$ cat src/rtl/rsc_pkg.sv
// package: constants and types of the reset and stop recovery controller
package rsc_pkg;

	// ********************************************************************
	// timing
	// ********************************************************************
	localparam int unsigned CLK_PERIOD_NS     = 40;
	localparam int unsigned SYS_RST_NS        = 2640;
	localparam int unsigned SYS_RST_CYCLES    = (SYS_RST_NS + CLK_PERIOD_NS - 1) / CLK_PERIOD_NS;
	localparam int unsigned XTAL_START_US     = 1000;
	localparam int unsigned XTAL_START_CYCLES =
		(XTAL_START_US * 1000 + CLK_PERIOD_NS - 1) / CLK_PERIOD_NS;
	localparam int unsigned SMR_NS            = 640;
	localparam int unsigned SMR_CYCLES        = (SMR_NS + CLK_PERIOD_NS - 1) / CLK_PERIOD_NS;
	localparam logic [2:0]  PIN_MIN_CYCLES    = 3'h4;
	localparam int unsigned CNT_W             = 16;

	// ********************************************************************
	// widths and synchroniser layout
	// ********************************************************************
	localparam int unsigned GPIO_W   = 8;
	localparam int unsigned SYNC_W   = GPIO_W + 4;
	localparam int unsigned SY_PIN   = 0;
	localparam int unsigned SY_POR   = 1;
	localparam int unsigned SY_BO    = 2;
	localparam int unsigned SY_LVD   = 3;
	localparam int unsigned SY_GPIO  = 4;
	localparam logic [SYNC_W-1:0] SYNC_INIT = 12'h001;

	// ********************************************************************
	// register offsets, fields and reset values
	// ********************************************************************
	localparam logic [7:0] ADR_DBG    = 8'h00;
	localparam logic [7:0] ADR_CAUSE  = 8'h04;
	localparam logic [7:0] ADR_SMR_EN = 8'h08;
	localparam logic [7:0] ADR_LVD    = 8'h0c;

	localparam int unsigned DBG_RST_BIT = 0;
	localparam int unsigned CAUSE_POR   = 0;
	localparam int unsigned CAUSE_BO    = 1;
	localparam int unsigned CAUSE_WDT   = 2;
	localparam int unsigned CAUSE_PIN   = 3;
	localparam int unsigned CAUSE_DBG   = 4;
	localparam int unsigned CAUSE_SMR   = 5;
	localparam int unsigned LVD_SEL_LSB = 0;
	localparam int unsigned LVD_EN_BIT  = 3;

	localparam logic [7:0] DBG_RST_VAL   = 8'h00;
	localparam logic [7:0] CAUSE_RST_VAL = 8'h01;
	localparam logic [7:0] CAUSE_MASK    = 8'h3f;
	localparam logic [7:0] SMR_EN_RST    = 8'h00;
	localparam logic [7:0] LVD_RST_VAL   = 8'h00;

	// ********************************************************************
	// sequencer states
	// ********************************************************************
	typedef enum logic [1:0] {
		ST_RUN   = 2'b00,
		ST_HOLD  = 2'b01,
		ST_COUNT = 2'b10,
		ST_SMR   = 2'b11
	} rsc_state_t;

endpackage : rsc_pkg

$ cat src/rtl/rsc_sync.sv
// module: two flip-flop synchroniser for a bundle of asynchronous levels
`timescale 1ns/10ps
module rsc_sync #(
	parameter int unsigned       W    = 12,
	parameter logic [W-1:0]      INIT = '0
) (
	// system
	input  wire logic         clk,
	input  wire logic         rst_n,
	// levels
	input  wire logic [W-1:0] async_in,
	output logic      [W-1:0] sync_out
);

	logic [W-1:0] meta;

	genvar i;
	generate
		for (i = 0; i < W; i++) begin : g_bit
			always_ff @(posedge clk) begin
				if (!rst_n) begin
					meta[i]     <= INIT[i];
					sync_out[i] <= INIT[i];
				end else begin
					meta[i]     <= async_in[i];
					sync_out[i] <= meta[i];
				end
			end
		end
	endgenerate

endmodule : rsc_sync

$ cat src/rtl/rsc_top.sv
// module: reset sequencer with stop mode recovery and low voltage interrupt
`timescale 1ns/10ps
module rsc_top #(
	parameter int unsigned XTAL_CYCLES = rsc_pkg::XTAL_START_CYCLES
) (
	// system
	input  wire logic        clk,
	input  wire logic        rst_n,
	// wishbone slave
	input  wire logic        wb_cyc_i,
	input  wire logic        wb_stb_i,
	input  wire logic        wb_we_i,
	input  wire logic [7:0]  wb_adr_i,
	input  wire logic [31:0] wb_dat_i,
	input  wire logic [3:0]  wb_sel_i,
	output logic      [31:0] wb_dat_o,
	output logic             wb_ack_o,
	// asynchronous pins and supply comparators
	input  wire logic        reset_pin_n,
	input  wire logic        supply_por_ok,
	input  wire logic        brownout_detect,
	input  wire logic        lvd_below,
	input  wire logic [7:0]  gpio_in,
	// same-clock status and option bits
	input  wire logic        watchdog_timeout,
	input  wire logic        watchdog_reset_select_option,
	input  wire logic        reset_pin_alt_en,
	input  wire logic        stop_mode,
	input  wire logic        xtal_enable,
	// results
	output logic             sys_reset,
	output logic             smr_active,
	output logic             wdt_irq,
	output logic             lvd_irq,
	output logic      [2:0]  lvd_threshold
);

	// ********************************************************************
	// synchronisers
	// ********************************************************************
	logic [rsc_pkg::SYNC_W-1:0] sync_q;

	rsc_sync #(
		.W    (rsc_pkg::SYNC_W),
		.INIT (rsc_pkg::SYNC_INIT)
	) u_sync (
		.clk      (clk),
		.rst_n    (rst_n),
		.async_in ({gpio_in, lvd_below, brownout_detect, supply_por_ok, reset_pin_n}),
		.sync_out (sync_q)
	);

	wire       pin_low_s = ~sync_q[rsc_pkg::SY_PIN];
	wire       por_ok_s  = sync_q[rsc_pkg::SY_POR];
	wire       bo_s      = sync_q[rsc_pkg::SY_BO];
	wire       lvd_s     = sync_q[rsc_pkg::SY_LVD];
	wire [7:0] gpio_s    = sync_q[rsc_pkg::SY_GPIO +: rsc_pkg::GPIO_W];

	// ********************************************************************
	// registers and state
	// ********************************************************************
	rsc_pkg::rsc_state_t          state;
	rsc_pkg::rsc_state_t          next_state;
	logic [rsc_pkg::CNT_W-1:0]    cnt;
	logic [rsc_pkg::CNT_W-1:0]    next_cnt;
	logic [2:0]                   pin_cnt;
	logic [7:0]                   gpio_prev;
	logic                         lvd_prev;
	logic [7:0]                   dbg_ctl;
	logic [7:0]                   cause;
	logic [7:0]                   smr_en;
	logic [7:0]                   lvd_ctl;

	// ********************************************************************
	// register decode
	// ********************************************************************
	function automatic logic rsc_hit(input logic [7:0] adr, input logic [7:0] off);
		rsc_hit = (adr[7:2] == off[7:2]);
	endfunction : rsc_hit

	wire       bus_req   = wb_cyc_i & wb_stb_i & ~wb_ack_o;
	wire       wr_en     = bus_req & wb_we_i & wb_sel_i[0];
	wire       hit_dbg   = rsc_hit(wb_adr_i, rsc_pkg::ADR_DBG);
	wire       hit_cause = rsc_hit(wb_adr_i, rsc_pkg::ADR_CAUSE);
	wire       hit_smr   = rsc_hit(wb_adr_i, rsc_pkg::ADR_SMR_EN);
	wire       hit_lvd   = rsc_hit(wb_adr_i, rsc_pkg::ADR_LVD);
	wire       wr_dbg    = wr_en & hit_dbg;
	wire       wr_cause  = wr_en & hit_cause;
	wire       wr_smr    = wr_en & hit_smr;
	wire       wr_lvd    = wr_en & hit_lvd;
	wire [7:0] rd_byte   = hit_dbg   ? dbg_ctl :
	                       hit_cause ? cause   :
	                       hit_smr   ? smr_en  :
	                       hit_lvd   ? lvd_ctl : 8'h00;

	// ********************************************************************
	// request sources
	// ********************************************************************
	wire run       = (state == rsc_pkg::ST_RUN);
	wire pin_act   = (pin_cnt == rsc_pkg::PIN_MIN_CYCLES);
	wire pin_go    = pin_low_s & reset_pin_alt_en;
	wire [2:0] next_pin_cnt = !pin_go ? 3'h0 :
	                          pin_act ? pin_cnt : pin_cnt + 3'h1;
	// sources that keep reset asserted for as long as they are present
	wire hold_req  = bo_s | ~por_ok_s | pin_act;
	wire wdt_rst   = watchdog_timeout & ~stop_mode & watchdog_reset_select_option;
	wire wdt_int   = watchdog_timeout & ~stop_mode & ~watchdog_reset_select_option;
	wire dbg_rst   = dbg_ctl[rsc_pkg::DBG_RST_BIT];
	wire soft_req  = wdt_rst | dbg_rst;
	wire gpio_edge = |((gpio_s ^ gpio_prev) & smr_en);
	wire smr_req   = stop_mode & (watchdog_timeout | gpio_edge);
	wire smr_take  = run & smr_req & ~hold_req & ~soft_req;
	wire lvd_rise  = lvd_s & ~lvd_prev & lvd_ctl[rsc_pkg::LVD_EN_BIT];

	wire [rsc_pkg::CNT_W-1:0] rst_load = xtal_enable ?
		rsc_pkg::CNT_W'(rsc_pkg::SYS_RST_CYCLES - 1 + XTAL_CYCLES) :
		rsc_pkg::CNT_W'(rsc_pkg::SYS_RST_CYCLES - 1);
	wire [rsc_pkg::CNT_W-1:0] smr_load = rsc_pkg::CNT_W'(rsc_pkg::SMR_CYCLES - 1);

	// cause flags set by hardware; a set in the clearing cycle wins
	wire [7:0] cause_set;
	assign cause_set[rsc_pkg::CAUSE_POR] = ~por_ok_s;
	assign cause_set[rsc_pkg::CAUSE_BO]  = bo_s;
	assign cause_set[rsc_pkg::CAUSE_WDT] = run & (wdt_rst | (stop_mode & watchdog_timeout));
	assign cause_set[rsc_pkg::CAUSE_PIN] = pin_act;
	assign cause_set[rsc_pkg::CAUSE_DBG] = run & dbg_rst;
	assign cause_set[rsc_pkg::CAUSE_SMR] = smr_take;
	assign cause_set[7:6]                = 2'b00;
	wire [7:0] cause_clr  = wr_cause ? wb_dat_i[7:0] : 8'h00;
	wire [7:0] next_cause = ((cause & ~cause_clr) | cause_set) & rsc_pkg::CAUSE_MASK;

	// debugger request is dropped once taken, unless rewritten in that cycle
	wire [7:0] next_dbg = wr_dbg ? wb_dat_i[7:0] :
	                      (run & dbg_rst) ? (dbg_ctl & ~8'h01) : dbg_ctl;

	// ********************************************************************
	// sequencer
	// ********************************************************************
	always_comb begin
		next_state = state;
		next_cnt   = cnt;
		case (state)
			rsc_pkg::ST_RUN: begin
				if (hold_req | soft_req) begin
					next_state = rsc_pkg::ST_HOLD;
				end else if (smr_req) begin
					next_state = rsc_pkg::ST_SMR;
					next_cnt   = smr_load;
				end
			end
			rsc_pkg::ST_HOLD: begin
				// stays here while any hold source remains: supply below the power-on level, brownout, or the reset pin held
				if (!hold_req) begin
					next_state = rsc_pkg::ST_COUNT;
					next_cnt   = rst_load;
				end
			end
			rsc_pkg::ST_COUNT: begin
				if (hold_req) begin
					next_state = rsc_pkg::ST_HOLD;
				end else if (cnt == '0) begin
					next_state = rsc_pkg::ST_RUN;
				end else begin
					next_cnt = cnt - rsc_pkg::CNT_W'(1);
				end
			end
			rsc_pkg::ST_SMR: begin
				if (hold_req) begin
					next_state = rsc_pkg::ST_HOLD;
				end else if (cnt == '0) begin
					next_state = rsc_pkg::ST_RUN;
				end else begin
					next_cnt = cnt - rsc_pkg::CNT_W'(1);
				end
			end
			default: begin
				next_state = rsc_pkg::ST_HOLD;
			end
		endcase
	end

	wire next_sys_reset = (next_state == rsc_pkg::ST_HOLD) | (next_state == rsc_pkg::ST_COUNT);
	wire next_smr       = (next_state == rsc_pkg::ST_SMR);

	always_ff @(posedge clk) begin
		if (!rst_n) begin
			state      <= rsc_pkg::ST_HOLD;
			cnt        <= '0;
			sys_reset  <= 1'b1;
			smr_active <= 1'b0;
		end else begin
			state      <= next_state;
			cnt        <= next_cnt;
			sys_reset  <= next_sys_reset;
			smr_active <= next_smr;
		end
	end

	always_ff @(posedge clk) begin
		if (!rst_n) begin
			pin_cnt   <= 3'h0;
			gpio_prev <= 8'h00;
			lvd_prev  <= 1'b0;
			wdt_irq   <= 1'b0;
			lvd_irq   <= 1'b0;
		end else begin
			pin_cnt   <= next_pin_cnt;
			gpio_prev <= gpio_s;
			lvd_prev  <= lvd_s;
			wdt_irq   <= run & wdt_int;
			lvd_irq   <= lvd_rise;
		end
	end

	// ********************************************************************
	// register file and bus answer
	// ********************************************************************
	always_ff @(posedge clk) begin
		if (!rst_n) begin
			dbg_ctl       <= rsc_pkg::DBG_RST_VAL;
			cause         <= rsc_pkg::CAUSE_RST_VAL;
			smr_en        <= rsc_pkg::SMR_EN_RST;
			lvd_ctl       <= rsc_pkg::LVD_RST_VAL;
			lvd_threshold <= rsc_pkg::LVD_RST_VAL[2:0];
			wb_ack_o      <= 1'b0;
			wb_dat_o      <= 32'h0000_0000;
		end else begin
			dbg_ctl  <= next_dbg;
			cause    <= next_cause;
			wb_ack_o <= bus_req;
			wb_dat_o <= bus_req ? {24'h00_0000, rd_byte} : 32'h0000_0000;
			if (wr_smr) begin
				smr_en <= wb_dat_i[7:0];
			end
			if (wr_lvd) begin
				lvd_ctl       <= wb_dat_i[7:0] & 8'h0f;
				lvd_threshold <= wb_dat_i[rsc_pkg::LVD_SEL_LSB +: 3];
			end
		end
	end

	// ********************************************************************
	// checks
	// ********************************************************************
	localparam int unsigned RST_MIN = rsc_pkg::SYS_RST_CYCLES;

	logic [rsc_pkg::CNT_W-1:0] rst_len;
	logic [7:0]                smr_len;

	always_ff @(posedge clk) begin
		if (!rst_n) begin
			rst_len <= '0;
		end else if (sys_reset) begin
			rst_len <= (&rst_len) ? rst_len : rst_len + rsc_pkg::CNT_W'(1);
		end else begin
			rst_len <= '0;
		end
	end

	always_ff @(posedge clk) begin
		if (!rst_n) begin
			smr_len <= 8'h00;
		end else if (smr_active) begin
			smr_len <= (&smr_len) ? smr_len : smr_len + 8'h01;
		end else begin
			smr_len <= 8'h00;
		end
	end
endmodule : rsc_top

$ cat config.mk
export PLATFORM = sky130hd
export DESIGN_NAME = rsc_top
export DESIGN_NICKNAME = d
export VERILOG_FILES = /design/src/rtl/rsc_pkg.sv /design/src/rtl/rsc_sync.sv /design/src/rtl/rsc_top.sv
export SDC_FILE = /design/constraint.sdc
export NUM_CORES = 1
export LEC_CHECK = 0
export BUFFER_PORTS_ARGS = -buffer_cell sky130_fd_sc_hd__buf_2
export CAP_MARGIN = 20
export CORE_ASPECT_RATIO = 0.7
export CORE_UTILIZATION = 52
export CTS_BUF_LIST = sky130_fd_sc_hd__clkbuf_4 sky130_fd_sc_hd__clkbuf_8
export DETAILED_ROUTE_END_ITERATION = 16
export PLACE_DENSITY = 0.79
export REMOVE_ABC_BUFFERS = 1
export SYNTH_ARGS = -nofsm -noshare
export SYNTH_HDL_FRONTEND = slang
export SYNTH_SLANG_ARGS = --single-unit
$ cat constraint.sdc
create_clock -name clk -period 3.9 [get_ports clk]
set_input_delay 0.39 -clock clk [delete_from_list [all_inputs] [get_ports clk]]
set_output_delay 0.39 -clock clk [all_outputs]
set_load 0.01 [all_outputs]
## Yosys cells after proc, flatten, opt, wreduce, memory -nomap -nowiden

Cells that the tools add are included.
Widths: inputs -> output; s select.

- Input port bits: 66
- Output and inout bits: 40
- Flip-flop bits (word level): 120
- Logic and storage cells: 130

- Eq/ne operators: 15
- Muxes and demuxes: 20
- $add $sub $neg: 2
- Bitwise operators: 42
- Reductions and logical operators: 9

Operator list:

| cell | count |
|---|---|
| $mux 16 | 5 |
| $pmux 16 s3 | 1 |
| $mux 8 | 4 |
| $and 1x1->1 | 22 |
| $logic_not 16->1 | 1 |
| $sub 16x1->16 const B | 1 |
| $mux 15 | 1 |
| $eq 6x2->1 const B | 2 |
| $mux 2 | 5 |
| $and 8x8->8 | 1 |
| $eq 2x2->1 const B | 4 |
| $ne 2x2->1 const B | 4 |
| $not 1->1 | 8 |
| $reduce_or 8->1 | 1 |
| $xor 8x8->8 | 1 |
| $or 1x1->1 | 7 |
| $and 6x6->6 | 1 |
| $eq 6x1->1 const B | 1 |
| $logic_not 6->1 | 1 |
| $mux 6 | 1 |
| $not 6->6 | 1 |
| $or 6x6->6 | 1 |
| $pmux 2 s3 | 1 |
| $reduce_and 5->1 | 1 |
| 10 further kinds | 12 |

## Logic depth before layout (Yosys ltp)

- Depth after elaboration: 10
- Mapped depth: 9
- Depth with buffers taken out: 9

## Hierarchy

From an unflattened synthesis, not the netlist that was laid out.

- Cells, all modules: 446
- Area, all modules: 4,142.7 µm²

Modules (own cells, without submodules):

| module | sequential area each (µm²) | area an instance (µm²) | instances | cells an instance |
|---|---|---|---|---|
| rsc_top | 1,381.3 | 3,474.6 | 1 | 396 |
| rsc_sync | 480.5 | 668.1 | 1 | 50 |

## Least setup slack after synthesis

Ideal clock, no wire load.

- Kind: reg-to-reg
- From: reg cnt[0] (netlist bit)
- To: reg sys_reset
- Arrival: 2,312 ps
- Path buffers: 1
- Required time: 3,775 ps
- Path slack: 1,463 ps
- Library setup time: 125 ps
- Cell stages (with the launch flop): 10
- Period minus slack after synthesis: 2,437 ps
- Cell sequence: dfxtp_1 inv_1 ha_1 or3b_2 nor4_4 a31oi_1 or3_1 buf_2 ha_1 nand2b_1

- Word-level cells in the longest chain between the ends: 6
- Elaborated cells on any way between the ends: 7
- Those cells by class: eq/ne (2); mux (3); bitwise (1); reduce/logical (1)

Ends and longest elaborated chain:

| item | line | text |
|---|---|---|
| from (decl) | rsc_top.sv:64 | `logic [rsc_pkg::CNT_W-1:0] cnt;` |
| from (signal assigned) | rsc_top.sv:193 | `cnt <= next_cnt;` |
| $logic_not 16->1 * | rsc_top.sv:161, rsc_top.sv:170 |  |
| $mux 2 * | rsc_top.sv:161, rsc_top.sv:170 |  |
| $mux 2 * | rsc_top.sv:159 | `if (hold_req) begin` |
| $pmux 2 s3 * | rsc_top.sv:142 | `case (state)` |
| $eq 2x1->1 / $eq 2x2->1 (equally long branches) | rsc_top.sv:182 | `wire next_sys_reset = (next_state == rsc_pkg::ST_HOLD) \| (next_state == rsc_pkg::ST_COUNT);` |
| $or 1x1->1 * | rsc_top.sv:182 |  |
| named net next_sys_reset | rsc_top.sv:182 |  |
| to (signal assigned) | rsc_top.sv:194 | `sys_reset <= next_sys_reset;` |
| to (decl) | rsc_top.sv:31 | `output logic sys_reset,` |

The timed path passes the listed nets; every way through them passes the cells marked *.
A chain may end at the register's enable or synchronous reset.

## Worst setup path in the final report

Ends and elaborated chain as after synthesis.

==> run summary <==
The worst hold slack is 0.207 ns, and the number of iterations in the first detailed-routing pass is 5. Sorting the synthesized cells by area gives the leading types as sky130_fd_sc_hd__dfxtp_1 (46%), sky130_fd_sc_hd__mux2i_1 (6.2%), sky130_fd_sc_hd__and2_1 (5.6%), sky130_fd_sc_hd__buf_4 (5.2%), sky130_fd_sc_hd__nor2_1 (3.9%). The worst setup path is captured at a flip-flop. In the final routed layout, each cell accounts on average for 14.7 um. The setup TNS is 0 ns, and the H-tree depth is 3. The maximum fanout encountered on the critical timing path came out at 9. The run gives 305 as the number of DRC violations after detailed-routing iteration 0. The tools report the total global routing track utilization as 0.215. The worst min-delay path class was in -> reg. The Yosys step of the flow raised 0 warnings. Setup repair after global routing left no endpoint under its margin. For the number of hold buffers added after CTS, the log shows 0. The die covers 0.00815 mm^2. The area share of the leading cell type in the synthesized netlist works out to 0.460. For the maximum clock frequency, the log shows 0.371 GHz. The tools report the kind of start point of the critical path as a flip-flop. The relative slew slack is 0.549, and the synthesis-stage register bit count is 93.

The maximum vdd drop is 319 uV, and the sum of overflow across all layers after global routing is 0. Total count of hold-check failures in the final report: 0. The synthesis-to-layout area growth came out at 10.3%. The filler cells instantiated in the layout total 634. The endpoint required time on the critical path came out at 4.16 ns. Clock tree synthesis selected as its root buffer the cell sky130_fd_sc_hd__clkbuf_8. The initial antenna violation count is 0. The region available for standard cell placement spans 0.00742 mm^2. The master of the slowest instance on the critical path is sky130_fd_sc_hd__or3_1.

In this run, distinct cell masters in the synthesized netlist total 55. Counting instances in the post-synthesis netlist gives the leading cell types as sky130_fd_sc_hd__dfxtp_1 (93), sky130_fd_sc_hd__nor2_1 (42), sky130_fd_sc_hd__and2_1 (36). The critical path crosses 8 cells after its start point. Detailed route wirelength on metal3: 597 um. The detailed router put a total of 4110 um of wire on met1. The area taken by multi-input logic gates came out at 0.00192 mm^2. In this run, post-CTS repair resized a total of 0 instances.

The layout cell share with drive strength beyond 1 was 0.174; the standard-cell row count was 26. Clock-pin slew was measured on the worst setup and hold paths at 0.09 ns. Yosys mapped a number of flops with a built-in enable equal to 0. For the antenna diode count, the log shows 0. For the max-cap check violation count, the log shows 0. TritonCTS built the clock tree. The buffer and inverter count on the worst path came out at 1. For the area of the mapped netlist, the log shows 0.00405 mm^2.

The clock arrives with 0.00936 ns of skew. Horizontal die dimension: 108 um. Power spread over the standard cell area amounts to 392 mW/mm^2.

The congestion estimate from routability-driven global placement came to 0.839. The die height was 75.9 um. The critical path in this run is classified as reg -> reg. The worst path needs 2.69 ns of the cycle, external delays included. Post-synthesis cell count: 439. In this run the top signal layer used is met4. The share of synthesized flip-flops with an asynchronous set or reset is 0, and the detailed-route DRC error count is 0. The global-route wire length before repair is 13100 um.

At the pin with the least slew margin, the transition time is 0.676 ns. Dividing the detail-routed via count by the number of cells gives 5.59. Among cell families on the critical path, the largest total delay comes from simple AND/OR/NAND/NOR gates. Number of nets with antenna violations after detailed routing: 0. The logs give 0.602 for the utilization of the core after routing and 0.37 ns for the clock latency reported for the late side of the worst-skew pair. In this design, the critical path's most frequently occurring cell is sky130_fd_sc_hd__ha_1. Depth of the worst register-to-register path: 8. After the last flow step, the layout net total stands at 554. The number of cells on the worst hold path works out to 2. The setup fix buffers added after clock tree synthesis was 0. The run finished with clean final reports. Among all flip-flop cells after synthesis, the most frequent one is sky130_fd_sc_hd__dfxtp_1. The via count of the first global-routing pass was 2781; the wire length after detailed routing was 8640 um.

Number of slew-limit violations in the final report: 0. The logs give 9 for the TritonCTS buffer count and 1.22 ns for the post-placement setup slack. The signal on the critical path passes through inv_1 -> ha_1 -> or3b_2 -> nor4_4 -> a31oi_1 -> or3_1 -> ha_1 -> nand2b_1.

The tools report the met2 wire length as 3830 um. In the post-route analysis, the smallest setup slack over all paths is 1.21 ns. For the initial core utilization, the log shows 0.546.

Pin count of the biggest net entering global routing: 60. Data on the critical path arrives at its endpoint at 2.95 ns. In this run the count of I/O pins placed on the die edge is 106. The post-DP HPWL came out at 6060 um. The register area share after synthesis was 0.460. Each instance of the synthesized netlist takes up on average 9.23 um^2. Setup violations remaining at the end of the flow were counted as 0.

The portion of the clock cycle consumed by the worst path in the final layout is 0.690, and the number of port buffers is 52. Detailed-route via count: 3281. Yosys instantiated no cell more often than sky130_fd_sc_hd__dfxtp_1. For this design the static power due to leakage is 1.90 nW. For this design, the sink count on the clock tree is 93. The area of all sequential standard cells was 0.00186 mm^2.

Library cell occupying the most area in the post-synthesis netlist: sky130_fd_sc_hd__dfxtp_1. On the worst path, the slowest cell contributes a delay of 0.58 ns. The longest clock path from root to sink contains 2 buffers.
[metal layers]
layer  vias to the layer above  track usage
met5                         -            0
met4                         0       0.0670
met3                        13       0.0787
met2                       132        0.322
met1                      1546        0.289
li1                       1590            -
[worst paths after layout]
kind	start	end	slack, ns
max reg2reg	cnt[0]	sys_reset	1.21
min	reset_pin_n	u_sync.meta[0]	0.21
max	cnt[0]	sys_reset	1.21
min reg2reg	u_sync.sync_out[1]	cause[0]	0.41
[through the flow]
step | total power [mW] | instance area, um^2 | std cells
floorplan | 1.11 | 3850 | 415
CTS | 1.76 | 4470 | 587
global placement | 1.17 | 4280 | 571
detailed placement | 1.17 | 4280 | 571
global route | 1.83 | 4470 | 587
finish | 1.75 | 4470 | 587
[flip-flops by register name, indices dropped and copies added (netlist names), 2 cells and up]
name	flops
cnt	16
wb_dat_o	8
lvd_threshold	2
gpio_prev	8
u_sync.sync_out	12
pin_cnt	3
state	2
dbg_ctl	8
lvd_ctl	2
u_sync.meta	12
smr_en	8
cause	6
[kinds of logic after synthesis]
| kind of cell | share of synthesized area |
|---|---|
| compound gates | 0.157 |
| mux | 0.0618 |
| buf+inv | 0.0886 |
| other cells | 0.000926 |
| fa+ha+maj | 0.0124 |
| simple gates | 0.200 |
| flops | 0.460 |
| xor+xnor | 0.0195 |
[cells in the final DEF (no fill, tap or decap), types with 3 or more instances in the layout]
cell type	instances
sky130_fd_sc_hd__a21o_1	4
sky130_fd_sc_hd__a21oi_1	16
sky130_fd_sc_hd__a22oi_1	4
sky130_fd_sc_hd__a31oi_1	7
sky130_fd_sc_hd__a32o_1	5
sky130_fd_sc_hd__and2_1	36
sky130_fd_sc_hd__and3_1	3
sky130_fd_sc_hd__buf_2	52
sky130_fd_sc_hd__buf_4	6
sky130_fd_sc_hd__clkbuf_8	11
sky130_fd_sc_hd__conb_1	24
sky130_fd_sc_hd__dfxtp_1	93
sky130_fd_sc_hd__ha_1	4
sky130_fd_sc_hd__inv_1	20
sky130_fd_sc_hd__mux2i_1	25
sky130_fd_sc_hd__nand2_1	24
sky130_fd_sc_hd__nand2b_1	5
sky130_fd_sc_hd__nand3_1	6
sky130_fd_sc_hd__nand4_1	4
sky130_fd_sc_hd__nand4b_1	3
sky130_fd_sc_hd__nor2_1	42
sky130_fd_sc_hd__nor3_1	7
sky130_fd_sc_hd__nor4_1	3
sky130_fd_sc_hd__o21ai_0	11
sky130_fd_sc_hd__o221ai_1	5
sky130_fd_sc_hd__o22ai_1	6
sky130_fd_sc_hd__o31a_1	6
sky130_fd_sc_hd__o31ai_1	6
sky130_fd_sc_hd__or2_2	3
sky130_fd_sc_hd__or3_1	3
sky130_fd_sc_hd__xor2_1	8
[report_power, final]
group | total, mW | switching, mW | internal [mW]
Combinational | 0.168 | 0.100 | 0.0677
Clock | 0.602 | 0.335 | 0.266
Sequential | 0.983 | 0.0125 | 0.970
Total | 1.75 | 0.448 | 1.30
[area by class of cell]
| type | count | share of cell area |
|---|---|---|
| well taps | 98 | 0.0274 |
| clock inverters | 5 | 0.00784 |
| clock buffers | 11 | 0.0339 |
| flip-flops and latches | 93 | 0.417 |
| inverters | 20 | 0.0168 |
| repair buffers | 58 | 0.0683 |
| multi-input cells | 302 | 0.429 |
[worst register-to-register path, stage by stage (launching register included)]
cell and delay, ns:
sky130_fd_sc_hd__dfxtp_1 0.34, sky130_fd_sc_hd__inv_1 0.06, sky130_fd_sc_hd__ha_1 0.21, sky130_fd_sc_hd__or3b_2 0.51, sky130_fd_sc_hd__nor4_4 0.26, sky130_fd_sc_hd__a31oi_1 0.16
sky130_fd_sc_hd__or3_1 0.58, sky130_fd_sc_hd__ha_1 0.33, sky130_fd_sc_hd__nand2b_1 0.13
Note: power is estimated with default switching activity, not from simulation.
